## config.mk

```make
export PLATFORM = sky130hd
export DESIGN_NAME = mft_timer
export DESIGN_NICKNAME = d
export VERILOG_FILES = /design/src/rtl/mft_pkg.sv /design/src/rtl/mft_timer.sv
export SDC_FILE = /design/constraint.sdc
export NUM_CORES = 1
export LEC_CHECK = 0
export CAP_MARGIN = 20
export CORE_ASPECT_RATIO = 1.75
export CORE_MARGIN = 3
export CORE_UTILIZATION = 60
export DETAILED_ROUTE_END_ITERATION = 8
export DONT_BUFFER_PORTS = 1
export PLACE_DENSITY = 0.76
export SETUP_SLACK_MARGIN = 0.02
export SKIP_CTS_REPAIR_TIMING = 1
export SYNTH_ARGS = -nofsm -noshare
export SYNTH_HDL_FRONTEND = slang
export SYNTH_SLANG_ARGS = --single-unit
```

## constraint.sdc

```tcl
create_clock -name MCLK -period 3.85 [get_ports MCLK]
set_input_delay 0.1925 -clock MCLK [delete_from_list [all_inputs] [get_ports MCLK]]
set_output_delay 0.1925 -clock MCLK [all_outputs]
set_load 0.05 [all_outputs]
```

## src/rtl/mft_pkg.sv

```systemverilog
// shared constants and types of the multi-function timer control block
package mft_pkg;
	// register byte offsets
	localparam logic [7:0] OFS_CTRL_A     = 8'h00;
	localparam logic [7:0] OFS_CTRL_B     = 8'h04;
	localparam logic [7:0] OFS_CMP_ONE    = 8'h08;
	localparam logic [7:0] OFS_CMP_TWO    = 8'h0C;
	localparam logic [7:0] OFS_CAP_ONE    = 8'h10;
	localparam logic [7:0] OFS_COUNT      = 8'h14;
	localparam logic [7:0] OFS_FLAG_CLEAR = 8'h18;
	localparam logic [7:0] OFS_TMR_CLEAR  = 8'h1C;
	// timer_event_flags_enables fields
	localparam int BIT_CAP_TWO_F  = 7;
	localparam int BIT_CAP_ONE_F  = 6;
	localparam int BIT_CAP_IE     = 5;
	localparam int BIT_CMP_TWO_F  = 4;
	localparam int BIT_CMP_ONE_F  = 3;
	localparam int BIT_CMP_IE     = 2;
	localparam int BIT_OVF_F      = 1;
	localparam int BIT_OVF_IE     = 0;
	localparam logic [7:0] CTRL_A_EN_MASK = 8'h25;
	// timer_mode_prescale_edges fields
	localparam int BIT_CFG_OTHER  = 7;
	localparam int BIT_CAP_EDGE   = 6;
	localparam int BIT_EVT_EDGE   = 5;
	localparam int PS_LSB         = 2;
	localparam int PS_MSB         = 4;
	localparam int MODE_LSB       = 0;
	localparam int MODE_MSB       = 1;
	// reset values
	localparam logic [7:0]  CTRL_A_RST = 8'h00;
	localparam logic [7:0]  CTRL_B_RST = 8'h00;
	localparam logic [15:0] WORD_RST   = 16'h0000;
	localparam logic [15:0] CNT_MAX    = 16'hFFFF;
	localparam logic [6:0]  PRE_RST    = 7'h00;
	localparam logic [31:0] RD_ZERO    = 32'h0000_0000;

	typedef enum logic [1:0] {
		MODE_SOFT   = 2'b00,
		MODE_PWM    = 2'b01,
		MODE_CAPCMP = 2'b10,
		MODE_EXT    = 2'b11
	} mft_mode_t;

	// which compare value is active, one-hot
	typedef enum logic [1:0] {
		PH_ONE = 2'b01,
		PH_TWO = 2'b10
	} mft_phase_t;

	typedef struct packed {
		logic        wreq;
		logic [31:0] rdata;
		logic [7:0]  ctrl_a;
		logic [7:0]  ctrl_b;
		logic [15:0] cmp_one;
		logic [15:0] cmp_two;
		logic [15:0] cap_one;
		logic [15:0] cnt;
		logic [6:0]  pre;
		mft_phase_t  phase;
		logic        pwm;
		logic [1:0]  cap_prev;
		logic        evt_prev;
		logic        irq;
	} mft_state_t;
endpackage

```

## src/rtl/mft_timer.sv

```systemverilog
// multi-function timer: control registers, pins, counter and interrupt over Avalon-MM
//
// Decided for this implementation: the address map and the Avalon-MM interface to the registers.
module mft_timer (
	input  wire logic        MCLK,            // system clock, 100 MHz
	input  wire logic        RST,             // asynchronous reset, active high
	input  wire logic [7:0]  AVS_ADDRESS,     // byte address
	input  wire logic        AVS_READ,        // read request
	input  wire logic        AVS_WRITE,       // write request
	input  wire logic [31:0] AVS_WRITEDATA,   // write data
	input  wire logic [3:0]  AVS_BYTEENABLE,  // byte lanes
	output logic      [31:0] AVS_READDATA,    // read data
	output logic             AVS_WAITREQUEST, // stall
	input  wire logic        CAPTURE_ONE_PIN, // first capture input
	input  wire logic        CAPTURE_TWO_PIN, // second capture input
	input  wire logic        EVENT_CLOCK_PIN, // external event clock
	output logic             PWM_COMPARE_OUT, // PWM/compare output
	output logic             CONFIG_BIT_OUT,  // spare configuration bit
	output logic             IRQ              // level interrupt
);
	mft_pkg::mft_state_t r;
	mft_pkg::mft_state_t s;

	logic [1:0]  cap_pin;
	logic [1:0]  cap_edge;
	logic [1:0]  cap_evt;
	logic        req;
	logic        take_wr;
	logic        mode_cap;
	logic        mode_ext;
	logic        evt_edge;
	logic        pre_tick;
	logic        tick;
	logic        match_one;
	logic        match_two;
	logic        wrap;
	logic [7:0]  pre_span;
	logic [6:0]  pre_limit;
	logic [31:0] wmask;
	logic [31:0] wval;
	logic [2:0]  ps;
	mft_pkg::mft_mode_t mode;

	assign cap_pin  = {CAPTURE_TWO_PIN, CAPTURE_ONE_PIN};
	assign mode     = mft_pkg::mft_mode_t'(r.ctrl_b[mft_pkg::MODE_MSB:mft_pkg::MODE_LSB]);
	assign mode_cap = (mode == mft_pkg::MODE_CAPCMP);
	assign mode_ext = (mode == mft_pkg::MODE_EXT);
	assign ps       = r.ctrl_b[mft_pkg::PS_MSB:mft_pkg::PS_LSB];

	// edge detect on both capture inputs
	genvar gi;
	generate
		for (gi = 0; gi < 2; gi++) begin : g_cap
			assign cap_edge[gi] = r.ctrl_b[mft_pkg::BIT_CAP_EDGE] ?
				(~r.cap_prev[gi] & cap_pin[gi]) : (r.cap_prev[gi] & ~cap_pin[gi]);
			assign cap_evt[gi]  = cap_edge[gi] & mode_cap;
		end
	endgenerate

	assign evt_edge = r.ctrl_b[mft_pkg::BIT_EVT_EDGE] ?
		(~r.evt_prev & EVENT_CLOCK_PIN) : (r.evt_prev & ~EVENT_CLOCK_PIN);

	// prescaler: divide by 2**ps
	assign pre_span  = 8'(8'h01 << ps);
	assign pre_limit = 7'(pre_span - 8'h01);
	assign pre_tick  = (r.pre == pre_limit);
	assign tick      = mode_ext ? evt_edge : pre_tick;

	assign match_one = tick && (r.cnt == r.cmp_one) && (mode_cap || r.phase == mft_pkg::PH_ONE);
	assign match_two = tick && !mode_cap && (r.phase == mft_pkg::PH_TWO) && (r.cnt == r.cmp_two);
	assign wrap      = tick && (r.cnt == mft_pkg::CNT_MAX);

	// bus handshake: one wait cycle, then the request completes
	assign req     = AVS_READ || AVS_WRITE;
	assign take_wr = AVS_WRITE && !r.wreq;

	generate
		for (gi = 0; gi < 4; gi++) begin : g_be
			assign wmask[gi*8 +: 8] = {8{AVS_BYTEENABLE[gi]}};
		end
	endgenerate
	assign wval = AVS_WRITEDATA & wmask;

	always_comb begin
		logic [7:0]  clr;
		logic [7:0]  set;
		logic [31:0] rd;
		clr = 8'h00;
		set = 8'h00;
		rd  = mft_pkg::RD_ZERO;
		s   = r;

		s.wreq     = !(req && r.wreq);
		s.cap_prev = cap_pin;
		s.evt_prev = EVENT_CLOCK_PIN;
		s.pre      = pre_tick ? mft_pkg::PRE_RST : 7'(r.pre + 7'h01);

		// register read, loaded while the wait cycle is shown
		case (AVS_ADDRESS)
			mft_pkg::OFS_CTRL_A:  rd = {24'h00_0000, r.ctrl_a};
			mft_pkg::OFS_CTRL_B:  rd = {24'h00_0000, r.ctrl_b};
			mft_pkg::OFS_CMP_ONE: rd = {16'h0000, r.cmp_one};
			mft_pkg::OFS_CMP_TWO: rd = {16'h0000, r.cmp_two};
			mft_pkg::OFS_CAP_ONE: rd = {16'h0000, r.cap_one};
			mft_pkg::OFS_COUNT:   rd = {16'h0000, r.cnt};
			default:              rd = mft_pkg::RD_ZERO;
		endcase
		if (AVS_READ && r.wreq) begin
			s.rdata = rd;
		end

		// counter
		if (tick) begin
			if (mode_cap) begin
				s.cnt = 16'(r.cnt + 16'h0001);
				if (match_one) begin
					s.pwm = ~r.pwm;
				end
			end else begin
				case (r.phase)
					mft_pkg::PH_ONE: begin
						if (match_one) begin
							s.cnt   = mft_pkg::WORD_RST;
							s.phase = mft_pkg::PH_TWO;
							if (mode != mft_pkg::MODE_SOFT) begin
								s.pwm = 1'b1;
							end
						end else begin
							s.cnt = 16'(r.cnt + 16'h0001);
						end
					end
					mft_pkg::PH_TWO: begin
						if (match_two) begin
							s.cnt   = mft_pkg::WORD_RST;
							s.phase = mft_pkg::PH_ONE;
							if (mode != mft_pkg::MODE_SOFT) begin
								s.pwm = 1'b0;
							end
						end else begin
							s.cnt = 16'(r.cnt + 16'h0001);
						end
					end
					default: begin
						s.cnt   = mft_pkg::WORD_RST;
						s.phase = mft_pkg::PH_ONE;
					end
				endcase
			end
		end

		// captures: first pin to its own register, second pin into the second value
		if (cap_evt[0]) begin
			s.cap_one = r.cnt;
		end
		if (cap_evt[1]) begin
			s.cmp_two = r.cnt;
		end

		// register writes
		if (take_wr) begin
			case (AVS_ADDRESS)
				mft_pkg::OFS_CTRL_A: begin
					if (AVS_BYTEENABLE[0]) begin
						s.ctrl_a = (r.ctrl_a & ~mft_pkg::CTRL_A_EN_MASK)
							| (wval[7:0] & mft_pkg::CTRL_A_EN_MASK);
					end
				end
				mft_pkg::OFS_CTRL_B: begin
					if (AVS_BYTEENABLE[0]) begin
						s.ctrl_b = wval[7:0];
					end
				end
				mft_pkg::OFS_CMP_ONE: begin
					s.cmp_one = (r.cmp_one & ~wmask[15:0]) | wval[15:0];
				end
				mft_pkg::OFS_CMP_TWO: begin
					if (!cap_evt[1]) begin
						s.cmp_two = (r.cmp_two & ~wmask[15:0]) | wval[15:0];
					end
				end
				mft_pkg::OFS_FLAG_CLEAR: begin
					clr = wval[7:0] & ~mft_pkg::CTRL_A_EN_MASK;
				end
				mft_pkg::OFS_TMR_CLEAR: begin
					s.cnt   = mft_pkg::WORD_RST;
					s.pre   = mft_pkg::PRE_RST;
					s.phase = mft_pkg::PH_ONE;
				end
				default: begin
				end
			endcase
		end

		// sticky flags: a hardware set beats a clear in the same cycle
		set[mft_pkg::BIT_CAP_TWO_F] = cap_evt[1];
		set[mft_pkg::BIT_CAP_ONE_F] = cap_evt[0];
		set[mft_pkg::BIT_CMP_TWO_F] = match_two;
		set[mft_pkg::BIT_CMP_ONE_F] = match_one;
		set[mft_pkg::BIT_OVF_F]     = wrap;
		s.ctrl_a = (s.ctrl_a & ~clr) | set;

		s.irq = (s.ctrl_a[mft_pkg::BIT_CAP_IE]
				&& (s.ctrl_a[mft_pkg::BIT_CAP_ONE_F] || s.ctrl_a[mft_pkg::BIT_CAP_TWO_F]))
			|| (s.ctrl_a[mft_pkg::BIT_CMP_IE]
				&& (s.ctrl_a[mft_pkg::BIT_CMP_ONE_F] || s.ctrl_a[mft_pkg::BIT_CMP_TWO_F]))
			|| (s.ctrl_a[mft_pkg::BIT_OVF_IE] && s.ctrl_a[mft_pkg::BIT_OVF_F]);
	end

	always_ff @(posedge MCLK or posedge RST) begin
		if (RST) begin
			r.wreq     <= 1'b1;
			r.rdata    <= mft_pkg::RD_ZERO;
			r.ctrl_a   <= mft_pkg::CTRL_A_RST;
			r.ctrl_b   <= mft_pkg::CTRL_B_RST;
			r.cmp_one  <= mft_pkg::WORD_RST;
			r.cmp_two  <= mft_pkg::WORD_RST;
			r.cap_one  <= mft_pkg::WORD_RST;
			r.cnt      <= mft_pkg::WORD_RST;
			r.pre      <= mft_pkg::PRE_RST;
			r.phase    <= mft_pkg::PH_ONE;
			r.pwm      <= 1'b0;
			r.cap_prev <= 2'b00;
			r.evt_prev <= 1'b0;
			r.irq      <= 1'b0;
		end else begin
			r <= s;
		end
	end

	assign AVS_READDATA    = r.rdata;
	assign AVS_WAITREQUEST = r.wreq;
	assign PWM_COMPARE_OUT = r.pwm;
	assign CONFIG_BIT_OUT  = r.ctrl_b[mft_pkg::BIT_CFG_OTHER];
	assign IRQ             = r.irq;
endmodule // mft_timer

```

Word-level counts from Yosys, hierarchy flattened
Index checks and enable logic that the tools add are counted.
{ "totals": {"inputBits": 51, "wordCells": 124, "regBits": 127} }
{ "classes": {"eq_ne": 20, "n_mux": 34, "reduce_logical": 27, "n_addsub": 3, "n_bitwise": 25, "shifts": 1} }
{ "ops": {"columns": ["cell", "count"], "rows": [
  ["16-bit 2-to-1 mux", 8],
  ["16-bit case mux with 6 select lines", 1],
  ["25-bit 2-to-1 mux", 2],
  ["16-bit AND", 3],
  ["48-bit 2-to-1 mux", 1],
  ["8-bit 2-to-1 mux", 6],
  ["16-bit equality test", 2],
  ["8-bit by 5-bit equality test with 1-bit output (second input constant)", 4],
  ["16-bit bitwise OR", 2],
  ["16-bit case mux with 2 select lines", 1],
  ["16-bit by 1-bit adder with 16-bit output (second input constant)", 1],
  ["16-bit equality test (second input constant)", 1],
  ["8-bit by 4-bit equality test with 1-bit output (second input constant)", 2],
  ["16-bit NOT", 1],
  ["1-bit logical AND", 12],
  ["3-bit 2-to-1 mux", 3],
  ["1-bit AND", 8],
  ["8-bit AND", 1],
  ["8-bit by 3-bit equality test with 1-bit output (second input constant)", 1],
  ["8-bit zero test", 1],
  ["1-bit 2-to-1 mux", 8],
  ["8-bit NOT", 1],
  ["8-bit by 6-bit bitwise OR with 8-bit output", 1],
  ["8-bit bitwise OR", 1],
  ["22 further kinds", 38]
]} }

Depth between registers and ports, before layout
{ "depth": {"depth_word": 14, "mapped_depth": 13, "depth_no_buf": 10} }

Worst setup path after synthesis
OpenSTA, ideal clock, no wires.
{ "synth_path": {"kind": "register to register", "from": "register r (netlist bit ps[2])", "to": "register r[24] in the netlist's numbering", "synth_period_minus_slack_ns": 2.865, "arrival_time_ns": 2.746, "slack_ns": 0.985, "t_required_ns": 3.731, "path_buffers": 3, "path_stages_with_launch": 13, "path_cell_list": "dfrtp_1 buf_2 or3_1 ha_1 buf_2 o21ba_1 o311ai_1 nor4b_4 nand2_1 o22a_1 o21ai_2 buf_4 nor2_1"} }
{ "synth_lines": {"columns": ["item", "line_no", "rtl"], "rows": [
  ["from (decl)", "mft_timer.sv:21", "mft_pkg::mft_state_t r;"],
  ["from (signal assigned)", "mft_timer.sv:226", "r <= s;"]
]} }

==> summary.md <==
| Metric | Value |
|---|---|
| Wire per inst | 22.64 um |
| Crit. End Element | flop |
| Skew final | 0.01222 ns |
| HP Class | input port to flop |
| I/O Pins | 87 |
| Layout cells sized above 1 | 0.1606 |
| Period utilization | 0.8136 |
| IO Port Bufs | 0 |
| Final setup vio count | 0 |
| Worst VDD drop | 0.2775 mV |
| Die Span X | 82.98 um |
| CTS buffer count | 9 |
| H-tree depth | 3 |
| N_diodes | 0 |
| Mapped cell area | 6222 sq um |
| Yosys cell types | 66 |
| Die area | 11680 sq um |
| Total Wirelength | 16510 um |
| Pwr dens | 418.6 nW/um^2 |
| Dpl hpwl | 11360 um |
| Max-Cap Viols | 0 |
| First-pass GRT wire length | 25210 um |
| Std cell rows | 48 |
| Tot Pwr | 2.789 mW |
| Clock transition at the registers of the reported paths | 0.08 ns |
| Routability cong. | 0.9692 |
| Die H | 140.7 um |
| Max Slew Vio Count | 0 |
| Iter 0 DRT Violations | 624 |
| GRT Overall Usage | 0.2786 |
| P&R area growth vs syn | 7.098% |
| Core Box Area | 9970 sq um |
| Worst-Margin Slew | 0.8559 ns |
| Skew-Pair Late Insertion Delay | 0.36 ns |
| Mean post-synth cell area | 10.32 sq um |
| F_max | 319.3 MHz |
| Final hold violation count | 0 |
| DRT antenna net count | 0 |
| Antenna violations before repair | 0 |
| Register bit total from synthesis | 111 |
| Async S/R FF share, synth | 1.000 |
| Post-synthesis sequential area ratio | 0.4468 |
| EDFF count, synth | 0 |
| Ys Warns | 0 |
| TNS Setup | 0 ns |
| Leak | 3.173 nW |
| Prevailing post-synth register cell | dfrtp_1 |
| Drt pass-1 iters | 8 |
| Setup CP Type | flop to flop |
| Worst Path Max Fanout | 15 |
| CTS tree | built |
| Remaining DRCs | 0 |
| CP arrival | 3.34 ns |
| Fin nets | 655 |
| Vias in the first global route | 4677 |
| Unrepaired setup endpoints after global routing | false |
| Status | completed |
| Max Root-Sink Buffers | 2 |
| Data required, critical path | 4.06 ns |
| CTS Root Cell | clkbuf_16 |
| Vias after detailed routing | 4809 |
| Util after Layout | 0.6684 |
| Largest net degree at the start of global routing | 65 |
| Vias per cell | 6.597 |
| Total gr overflow | 0 |
| Clk sinks | 111 |
| Initial core utilization | 0.6241 |
| CP startpoint kind | flop |
| Mapped Cells | 603 |
| Fin crit period | 3.132 ns |
| Max-slew headroom | 0.4267 |
## cells in the final DEF, fill, tap and decap left out, types with 16 or more instances in the layout
master,Yosys,final
xor2_1,28,28
a21o_1,19,19
a21oi_1,32,32
conb_1,1,16
nor2_1,42,42
buf_4,38,16
a222oi_1,24,24
xnor2_1,27,27
dlygate4sd3_1,0,22
nand2_1,46,46
dfrtp_1,109,109
mux2_2,41,41
## per-stage QoR
| stage | worst slack (ns) | instance area (sq um) | hold slack [ns] | instances |
|---|---|---|---|---|
| after floorplan | 0.7302 | 6279 | 0.2239 | 618 |
| after global placement | 0.6446 | 6131 | 0.2241 | 689 |
| after detailed placement | 0.5854 | 6131 | 0.2241 | 689 |
| after CTS | 0.5350 | 6421 | -0.1535 | 705 |
| after global routing | 0.4422 | 6664 | 0.004446 | 729 |
| final | 0.7178 | 6664 | 0.02376 | 729 |
## cell usage after synthesis (3+ instances only)
library cell,instances,area share
buf_2,9,0.0072
nand2b_1,3,0.0030
nand4_1,4,0.0040
a21o_1,19,0.023
nand3b_1,3,0.0036
mux2i_1,3,0.0048
nand3_1,10,0.0080
and3_1,6,0.0060
a222oi_1,24,0.039
a22oi_1,7,0.0084
dfrtp_1,109,0.44
nor2_1,42,0.025
inv_1,14,0.0084
o21ai_0,15,0.012
nor3_1,13,0.010
buf_4,38,0.046
xor2_1,28,0.039
nor2b_1,4,0.0040
nor4_1,10,0.010
nand2_1,46,0.028
clkbuf_1,20,0.012
mux2_2,41,0.074
or3_1,4,0.0040
nor4_4,3,0.010
ha_1,5,0.010
nor3b_1,5,0.0060
a31oi_1,3,0.0030
a21oi_1,32,0.026
o22ai_1,6,0.0060
xnor2_1,27,0.038
## worst max-delay path, cell delays in order, from the launching register on
cell and delay [ns]:
dfrtp_1 0.38, or3_1 0.37, ha_1 0.30, o21ba_1 0.22, o311ai_1 0.28, nor4b_4 0.30
nand2_1 0.13, o22a_1 0.30, o21ai_2 0.56, nor2_1 0.13
## final cells by class
type                    count  area (sq um)
repair buffers             40         362.8
fillers                   805          3306
flip-flops and latches    111          2780
well taps                 125         156.4
clock inverters             7         65.06
multi-input cells         423          3019
inverters                  14         55.05
clock buffers               9         225.2
## per-layer routing
layer,up-vias,part of all wire,wire (um),global-route usage
met4,0,0.048,786,0.1456
met3,59,0.067,1111,0.06082
met2,213,0.54,8928,0.4958
met5,-,0,0,0
met1,2410,0.34,5679,0.3086
li1,2127,-,-,-
## worst paths after layout
| kind | endpoint | slack (ns) | cells past startpoint | startpoint |
|---|---|---|---|---|
| max in group asynchronous | r[83]$_DFFE_PP0P_ | 2.51 | 3 | RST |
| max reg2reg | r[24]$_DFF_PP0_ | 0.72 | 9 | ps[2]$_DFFE_PP0P_ |
| min reg2reg | r[93]$_DFF_PP0_ | 0.51 | 1 | r[93]$_DFF_PP0_ |
| min in group asynchronous | r[18]$_DFF_PP0_ | 0.47 | 2 | RST |
| min | r[91]$_DFF_PP0_ | 0.02 | 1 | AVS_WRITEDATA[5] |
| max | r[24]$_DFF_PP0_ | 0.72 | 9 | ps[2]$_DFFE_PP0P_ |
## power by group
part           total (mW)  switching [mW]  internal (mW)
combinational       0.588           0.371          0.217
clock               0.902           0.452          0.450
sequential           1.30          0.0797           1.22
## cells by family after synthesis
group,after synthesis,synth area share
simple gates,172,0.1562
xor+xnor,55,0.07742
mux,44,0.07903
compound gates,131,0.1520
other cells,1,0.0006027
buf+inv,84,0.07782
fa+ha+maj,5,0.01005
flops,111,0.4468
No activity file was read; power rests on OpenSTA's default activity.
